## config.mk

```make
export PLATFORM = sky130hd
export DESIGN_NAME = fcsu_host
export DESIGN_NICKNAME = d
export VERILOG_FILES = /design/src/verilog/fcsu_host.v
export VERILOG_INCLUDE_DIRS = /design/src /design/src/verilog
export SDC_FILE = /design/constraint.sdc
export NUM_CORES = 1
export LEC_CHECK = 0
export BUFFER_PORTS_ARGS = -buffer_cell sky130_fd_sc_hd__buf_2
export CAP_MARGIN = 20
export CORE_UTILIZATION = 60
export DETAILED_ROUTE_END_ITERATION = 7
export PLACE_DENSITY_LB_ADDON = 0.25
export SYNTH_ARGS = -nofsm -noshare
export SYNTH_HDL_FRONTEND = slang
export SYNTH_SLANG_ARGS = --single-unit
```

## constraint.sdc

```tcl
create_clock -name mclk_in -period 5.3 [get_ports mclk_in]
set_clock_uncertainty 0.1 [all_clocks]
set_input_delay 1.59 -clock mclk_in [delete_from_list [all_inputs] [get_ports mclk_in]]
set_output_delay 1.59 -clock mclk_in [all_outputs]
set_load 0.05 [all_outputs]
```

## src/verilog/fcsu_defs.vh

```
// Constants for the flash command and status host controller
// Operation
// - Write F0 anywhere resets to array
// - Program: AA/555, 55/2AA, A0/555, data
// - Chip erase: six cycles ending 10/555
// - Sector erase: sixth cycle 30 at sector
// - Identification: AA, 55, 90 then read codes
// - B0 anywhere suspends sector erase
// - Command cycles spaced under 50 us
// - Poll at program or erasing sector address
// - Reread after poll bit turns true
// - Recheck poll bit when fail bit set
`ifndef FCSU_DEFS_VH
`define FCSU_DEFS_VH
`define FCSU_ADDR_W      18
`define FCSU_UNLOCK1_A   18'h00555
`define FCSU_UNLOCK2_A   18'h002AA
`define FCSU_D_AA        8'hAA
`define FCSU_D_55        8'h55
`define FCSU_D_RESET     8'hF0
`define FCSU_D_PROG      8'hA0
`define FCSU_D_ERASE     8'h80
`define FCSU_D_CHIP      8'h10
`define FCSU_D_SECT      8'h30
`define FCSU_D_IDENT     8'h90
`define FCSU_D_SUSP      8'hB0
`define FCSU_D_RESUME    8'h30
`define FCSU_OP_READ     3'h0
`define FCSU_OP_RESET    3'h1
`define FCSU_OP_PROG     3'h2
`define FCSU_OP_CHIP     3'h3
`define FCSU_OP_SECT     3'h4
`define FCSU_OP_IDENT    3'h5
`define FCSU_OP_SUSP     3'h6
`define FCSU_OP_RESUME   3'h7
`define FCSU_BIT_POLL    7
`define FCSU_BIT_TOG1    6
`define FCSU_BIT_FAIL    5
`define FCSU_BIT_WIN     3
`define FCSU_BIT_TOG2    2
`define FCSU_STROBE_CYC  4'h3
`define FCSU_GAP_US      50
`define FCSU_CLK_MHZ     100
`define FCSU_GAP_CYC     (`FCSU_GAP_US * `FCSU_CLK_MHZ)
`endif

```

## src/verilog/fcsu_host.v

```verilog
// Host controller that issues command sequences and reads to the flash
`timescale 1ns/10ps
`include "fcsu_defs.vh"
module fcsu_host (
   input  wire        mclk_in,
   input  wire        arst_n_in,
   input  wire        req_valid_in,
   input  wire [2:0]  req_op_in,
   input  wire [17:0] req_addr_in,
   input  wire [7:0]  req_data_in,
   output wire        req_ready_out,
   output reg         rsp_valid_out,
   output reg  [7:0]  rsp_data_out,
   output reg  [17:0] flash_addr_out,
   output reg  [7:0]  flash_dq_out,
   output reg         flash_dq_oe_n_out,
   input  wire [7:0]  flash_dq_in,
   output reg         flash_cs_n_out,
   output reg         flash_we_n_out,
   output reg         flash_oe_n_out
);
   // ----------------------------------------------------------------
   // Sequencer
   // ----------------------------------------------------------------
   localparam [2:0] ST_IDLE  = 3'h0;
   localparam [2:0] ST_SETUP = 3'h1;
   localparam [2:0] ST_PULSE = 3'h2;
   localparam [2:0] ST_HOLD  = 3'h3;
   localparam [2:0] ST_RD    = 3'h4;
   localparam [2:0] ST_RDEND = 3'h5;

   reg [2:0]  st_q;
   reg [2:0]  op_q;
   reg [17:0] addr_q;
   reg [7:0]  data_q;
   reg [2:0]  cyc_q;
   reg [2:0]  ncyc_q;
   reg [3:0]  tmr_q;
   reg [17:0] cyc_addr;
   reg [7:0]  cyc_data;

   assign req_ready_out = (st_q == ST_IDLE);

   // Cycle table; whole sequence runs back to back, far below the gap limit
   always @* begin
      cyc_addr = `FCSU_UNLOCK1_A;
      cyc_data = `FCSU_D_AA;
      case (cyc_q)
         3'h0: begin
            cyc_addr = `FCSU_UNLOCK1_A;
            cyc_data = `FCSU_D_AA;
         end
         3'h1: begin
            cyc_addr = `FCSU_UNLOCK2_A;
            cyc_data = `FCSU_D_55;
         end
         3'h2: begin
            cyc_addr = `FCSU_UNLOCK1_A;
            case (op_q)
               `FCSU_OP_PROG:  cyc_data = `FCSU_D_PROG;
               `FCSU_OP_IDENT: cyc_data = `FCSU_D_IDENT;
               default:        cyc_data = `FCSU_D_ERASE;
            endcase
         end
         3'h3: begin
            if (op_q == `FCSU_OP_PROG) begin
               cyc_addr = addr_q;
               cyc_data = data_q;
            end else begin
               cyc_addr = `FCSU_UNLOCK1_A;
               cyc_data = `FCSU_D_AA;
            end
         end
         3'h4: begin
            cyc_addr = `FCSU_UNLOCK2_A;
            cyc_data = `FCSU_D_55;
         end
         3'h5: begin
            if (op_q == `FCSU_OP_SECT) begin
               cyc_addr = addr_q;
               cyc_data = `FCSU_D_SECT;
            end else begin
               cyc_addr = `FCSU_UNLOCK1_A;
               cyc_data = `FCSU_D_CHIP;
            end
         end
         default: begin
            cyc_addr = `FCSU_UNLOCK1_A;
            cyc_data = `FCSU_D_AA;
         end
      endcase
      // Single-cycle commands use the caller's address, any value works
      if (ncyc_q == 3'h1) begin
         cyc_addr = addr_q;
         cyc_data = data_q;
      end
   end

   always @(posedge mclk_in or negedge arst_n_in) begin
      if (!arst_n_in) begin
         st_q              <= ST_IDLE;
         op_q              <= 3'h0;
         addr_q            <= 18'h00000;
         data_q            <= 8'h00;
         cyc_q             <= 3'h0;
         ncyc_q            <= 3'h0;
         tmr_q             <= 4'h0;
         rsp_valid_out     <= 1'b0;
         rsp_data_out      <= 8'h00;
         flash_addr_out    <= 18'h00000;
         flash_dq_out      <= 8'h00;
         flash_dq_oe_n_out <= 1'b1;
         flash_cs_n_out    <= 1'b1;
         flash_we_n_out    <= 1'b1;
         flash_oe_n_out    <= 1'b1;
      end else begin
         rsp_valid_out <= 1'b0;
         case (st_q)
            ST_IDLE: begin
               if (req_valid_in) begin
                  op_q   <= req_op_in;
                  addr_q <= req_addr_in;
                  cyc_q  <= 3'h0;
                  tmr_q  <= 4'h0;
                  case (req_op_in)
                     `FCSU_OP_READ: begin
                        flash_addr_out <= req_addr_in;
                        st_q           <= ST_RD;
                     end
                     `FCSU_OP_RESET: begin
                        ncyc_q <= 3'h1;
                        data_q <= `FCSU_D_RESET;
                        st_q   <= ST_SETUP;
                     end
                     `FCSU_OP_SUSP: begin
                        ncyc_q <= 3'h1;
                        data_q <= `FCSU_D_SUSP;
                        st_q   <= ST_SETUP;
                     end
                     `FCSU_OP_RESUME: begin
                        ncyc_q <= 3'h1;
                        data_q <= `FCSU_D_RESUME;
                        st_q   <= ST_SETUP;
                     end
                     `FCSU_OP_PROG: begin
                        ncyc_q <= 3'h4;
                        data_q <= req_data_in;
                        st_q   <= ST_SETUP;
                     end
                     `FCSU_OP_IDENT: begin
                        ncyc_q <= 3'h3;
                        data_q <= req_data_in;
                        st_q   <= ST_SETUP;
                     end
                     default: begin
                        ncyc_q <= 3'h6;
                        data_q <= req_data_in;
                        st_q   <= ST_SETUP;
                     end
                  endcase
               end
            end
            ST_SETUP: begin
               // Address settles before both strobes are low
               flash_addr_out    <= cyc_addr;
               flash_dq_out      <= cyc_data;
               flash_dq_oe_n_out <= 1'b0;
               flash_cs_n_out    <= 1'b0;
               st_q              <= ST_PULSE;
            end
            ST_PULSE: begin
               flash_we_n_out <= 1'b0;
               tmr_q          <= tmr_q + 4'h1;
               if (tmr_q == `FCSU_STROBE_CYC) begin
                  tmr_q <= 4'h0;
                  st_q  <= ST_HOLD;
               end
            end
            ST_HOLD: begin
               // Write strobe rises first so data is taken then
               flash_we_n_out <= 1'b1;
               if (flash_we_n_out) begin
                  flash_cs_n_out    <= 1'b1;
                  flash_dq_oe_n_out <= 1'b1;
                  if (cyc_q + 3'h1 == ncyc_q) begin
                     rsp_valid_out <= 1'b1;
                     st_q          <= ST_IDLE;
                  end else begin
                     cyc_q <= cyc_q + 3'h1;
                     st_q  <= ST_SETUP;
                  end
               end
            end
            ST_RD: begin
               // Each read is a separate strobe so the toggle bits advance
               // Polling, rereads and fail rechecks are caller reads
               flash_cs_n_out <= 1'b0;
               flash_oe_n_out <= 1'b0;
               tmr_q          <= tmr_q + 4'h1;
               if (tmr_q == `FCSU_STROBE_CYC) begin
                  rsp_data_out <= flash_dq_in;
                  st_q         <= ST_RDEND;
               end
            end
            ST_RDEND: begin
               flash_cs_n_out <= 1'b1;
               flash_oe_n_out <= 1'b1;
               rsp_valid_out  <= 1'b1;
               st_q           <= ST_IDLE;
            end
            default: st_q <= ST_IDLE;
         endcase
      end
   end
endmodule // fcsu_host

```

; ---- Yosys cells after proc, flatten, opt, wreduce, memory -nomap -nowiden
; Index checks and enable logic that the tools add are counted.
[word_totals]
reg_bits = 81
word_cells = 102
[classes]
addsub = 2
eq_ne = 27
n_mux = 36
bitwise_logic = 1
n_reduce_logical = 21
[op_table]
columns = cell, count
row1 = 2-to-1 mux 18 bit, 5
row2 = case mux 8 bit (4 select lines), 2
row3 = case mux 18 bit (3 select lines), 1
row4 = case mux 18 bit (2 select lines), 1
row5 = "== test 3 bit, second input constant", 9
row6 = 2-to-1 mux 3 bit, 8
row7 = "== test 3 x 2 -> 1 bit, second input constant", 6
row8 = 2-to-1 mux 8 bit, 2
row9 = case mux 3 bit (5 select lines), 1
row10 = "== test 3 x 1 -> 1 bit, second input constant", 4
row11 = case mux 3 bit (4 select lines), 1
row12 = case mux 4 bit (3 select lines), 1
row13 = case mux 6 bit (2 select lines), 1
row14 = "inequality test 2 bit, second input constant", 5
row15 = AND reduction 2 bit, 5
row16 = nonzero test 2 bit, 5
row17 = 2-to-1 mux 4 bit, 2
row18 = case mux 1 bit (2 select lines), 4
row19 = AND reduction 4 bit, 2
row20 = logical NOT 3 bit, 2
row21 = 2-to-1 mux 6 bit, 1
row22 = case mux 3 bit (2 select lines), 1
row23 = AND reduction 3 bit, 2
row24 = nonzero test 3 bit, 2
row25 = 10 further kinds, 14

; ---- Longest topological paths before layout
[depth]
ltp_word = 5
ltp_mapped = 8

; ---- Worst setup path after synthesis
; No wires, ideal clock.
[synth_path]
path_type = flip-flop to output port
startpoint = reg st_q[0]
endpoint = out req_ready_out
t_arrival_ns = 1.654
required_ns = 3.610
path_slack_ns = 1.956
stages_incl_launch_ff = 3
path_buffers = 1
path_cell_list = dfrtp_1 > buf_2 > nor3_1
[synth_via]
elab_chain_cells = 1
[synth_lines]
columns = element, line
row1 = from (decl), fcsu_host.v:32  ; reg [2:0] st_q;
row2 = from (signal assigned), fcsu_host.v:101  ; st_q <= ST_IDLE;
row3 = from (signal assigned), fcsu_host.v:128  ; st_q <= ST_RD;
row4 = from (signal assigned), fcsu_host.v:133  ; st_q <= ST_SETUP;
row5 = logical NOT 3 bit, fcsu_host.v:42  ; assign req_ready_out = (st_q == ST_IDLE);
row6 = to (decl), fcsu_host.v:11  ; output wire req_ready_out,
; No other way between the ends.

; ---- Worst setup path after layout
; Ends and elaborated chain as after synthesis.

==> impl_metrics.ini <==
[grt]
grt_pass1_vias = 3527
busiest_layer = met2
met1_usage = 0.364
met3_usage = 0.0399
grt.overflow.total = 0
use_met2 = 0.482
grt_pass1_wl_mm = 16.1
antenna_found_initial = 0
grt_max_degree = 82
track_usage = 0.283

[place]
portBuffers = 79
place_congestion = 0.834
post_dp_cell_area_mm2 = 0.00454
pre_cts_ws_ps = 1870
dp_hpwl_mm = 6.53

[clocking]
clock-sinks = 81
clock_latency_ps = 350
cts_tree = done
postCtsSetupRepairBufs = 0
clkTransAtPathRegs_ps = 80
hold_buffers = 0
h-tree-depth = 3
root_buffer = clkbuf_8
clockBufferDepth = 2
cts-resized-gates = 0
cts_inserted_buffers = 9

[yosys]
synthTopCellsByCount = nand2_1 (98), dfrtp_1 (77), o21ai_0 (28)
syn_area_mm2 = 0.00414
synthMostInstantiatedCell = nand2_1
synth_top_area_cell = dfrtp_1
yosysTopAreaCellShare = 0.465
yosysSeqAreaShare = 0.491
ys.flop_type = dfrtp_1
synth.area.top_cells = dfrtp_1 (47%), nand2_1 (8.9%), o21ai_0 (3.4%), dfstp_2 (2.5%), mux2_2 (2.4%)
async_reset_ff_frac = 1.00
synth_fp_nets = 486
synthCells = 440
yosys_warnings = 0
ys_ff_latch = 81
synth_edf_count = 0
synth.distinct_cells = 57
synth.avg_cell_area_um2 = 9.41

[outcome]
status = finished clean

[sta]
setup_ws_ps = 1840
finalHoldViolCount = 0
finalCritPeriodShare = 0.654
fin_crit_ps = 3460
max_freq_mhz = 289
fin_hold_ws_ps = 371
rsz0062_at_grt = false
slew_violations = 0
setup_viol = 0
relSlewSlack = 0.353
worstMarginPinSlew_ps = 966
setup_tns_ps = 0

[layout]
fin_area_mm2 = 0.00483
syn2layout_area_growth_pct = 16.6
nFillCells = 476
multiInputGateArea_mm2 = 0.00196
drive_gt1_frac = 0.245
fin_nets = 555
antenna_cells = 0
seqCellArea_mm2 = 0.00203

[route]
via_count = 3617
first_pass_iters = 5
post_drt_wl_per_cell_um = 16.4
via_per_inst = 6.12
first_iter_violations = 290
routed_wl_mm = 9.71
ant_nets = 0
drc = 0

[floorplan]
coreArea_mm2 = 0.00649
io_pins = 80
initial_core_util = 0.638
die_w_um = 85.1
row_count = 29
die_y_um = 85.1
dieArea_mm2 = 0.00724

[power]
irDropWorstVdd_mv = 0.309
p_leak_nw = 2.24
power.density_mw_per_mm2 = 640

[critical_path]
critPathMaxStageDelay_ps = 580
cp_data_arrival_time_ps = 1770
start_kind = flip-flop
endpoint_kind = primary output
cp_cell_sequence = nor3_1 -> buf_2
path_max_fanout = 17
required_ps = 3610
reg2reg_depth = 6
cp_slowest_cell = dfrtp_1
crit_type = reg2out

[min_path]
hold_path_class = reg2reg
holdPathStages = 2

[job]
cap_violations = 0
-- layer usage --
layer | up-vias | wire length [µm]
met5 | - | 0
met2 | 129 | 4950
met1 | 1757 | 4160
met4 | 0 | 183
met3 | 27 | 415
li1 | 1704 | -
-- cells in the final DEF, fill, tap and decap left out, drive strengths merged, types with 5 or more instances in the layout --
| cell | instances |
|---|---|
| nor3b | 5 |
| nand2 | 98 |
| o221ai | 5 |
| a31oi | 7 |
| nor3 | 12 |
| ha | 6 |
| o31ai | 5 |
| a211oi | 8 |
| mux2 | 10 |
| inv | 10 |
| clkbuf | 11 |
| buf | 83 |
| o21ai | 44 |
| nor2 | 22 |
| a221o | 6 |
| nand3 | 20 |
| o211ai | 9 |
| dfrtp | 77 |
| nand2b | 8 |
| a21oi | 12 |
-- cell families (layout without fill, tap and decap cells) --
family                     after synthesis  after routing  synth area share
AOI/OAI and AO/OA                      116            116             0.197
adders and majority gates                7              7            0.0205
and+or+nand+nor                        184            184             0.212
muxes                                   14             14            0.0369
buffers and inverters                   35            109            0.0372
DFF                                     81             81             0.491
xor gates and xnor gates                 3              3           0.00635
-- final cells by class --
| type | count | area share |
|---|---|---|
| clock inverters | 5 | 0.0212 |
| repair buffers | 83 | 0.0943 |
| multi-input cells | 324 | 0.407 |
| inverters | 10 | 0.00777 |
| flip-flops and latches | 81 | 0.421 |
| well taps | 77 | 0.0199 |
| clock buffers | 11 | 0.0293 |
-- worst paths after layout --
path / from / end / slack (ps)
max: st_q[0]$_DFFE_PN0P_ / req_ready_out / 1840
min: flash_oe_n_out$_DFFE_PN1P_ / flash_oe_n_out$_DFFE_PN1P_ / 370
max reg2reg: cyc_q[0]$_DFFE_PN0P_ / flash_addr_out[3]$_DFFE_PN0P_ / 2650
min reg2reg: flash_oe_n_out$_DFFE_PN1P_ / flash_oe_n_out$_DFFE_PN1P_ / 370
max in group asynchronous: arst_n_in / flash_oe_n_out$_DFFE_PN1P_ / 3540
min in group asynchronous: arst_n_in / addr_q[5]$_DFFE_PN0P_ / 950
-- per-stage QoR --
step / total power [mW] / cells / utilization
final: 3.09 / 591 / 0.744
after global routing: 3.28 / 591 / 0.744
after CTS: 3.08 / 589 / 0.737
after detailed placement: 2.53 / 573 / 0.699
after global placement: 2.47 / 573 / 0.699
after floorplan: 2.19 / 440 / -
-- critical path, delay by kind of cell (launching register included) --
family | cells | cell delay [ps]
buf+inv | 1 | 350
flops | 1 | 580
simple gates | 1 | 490
-- flip-flops by register name, indices dropped and copies added, names as in the netlist --
register,flops
rsp_valid_out,1
data_q,8
rsp_data_out,8
ncyc_q,3
flash_dq_oe_n_out,1
flash_we_n_out,1
flash_addr_out,18
flash_cs_n_out,1
tmr_q,4
addr_q,18
op_q,3
flash_dq_out,8
st_q,3
cyc_q,3
flash_oe_n_out,1
-- power breakdown --
group,internal [mW],switching [mW]
Combinational,0.441,0.968
Clock,0.325,0.221
Sequential,0.892,0.244
Total,1.66,1.43
(Power assumes the default switching activity.)
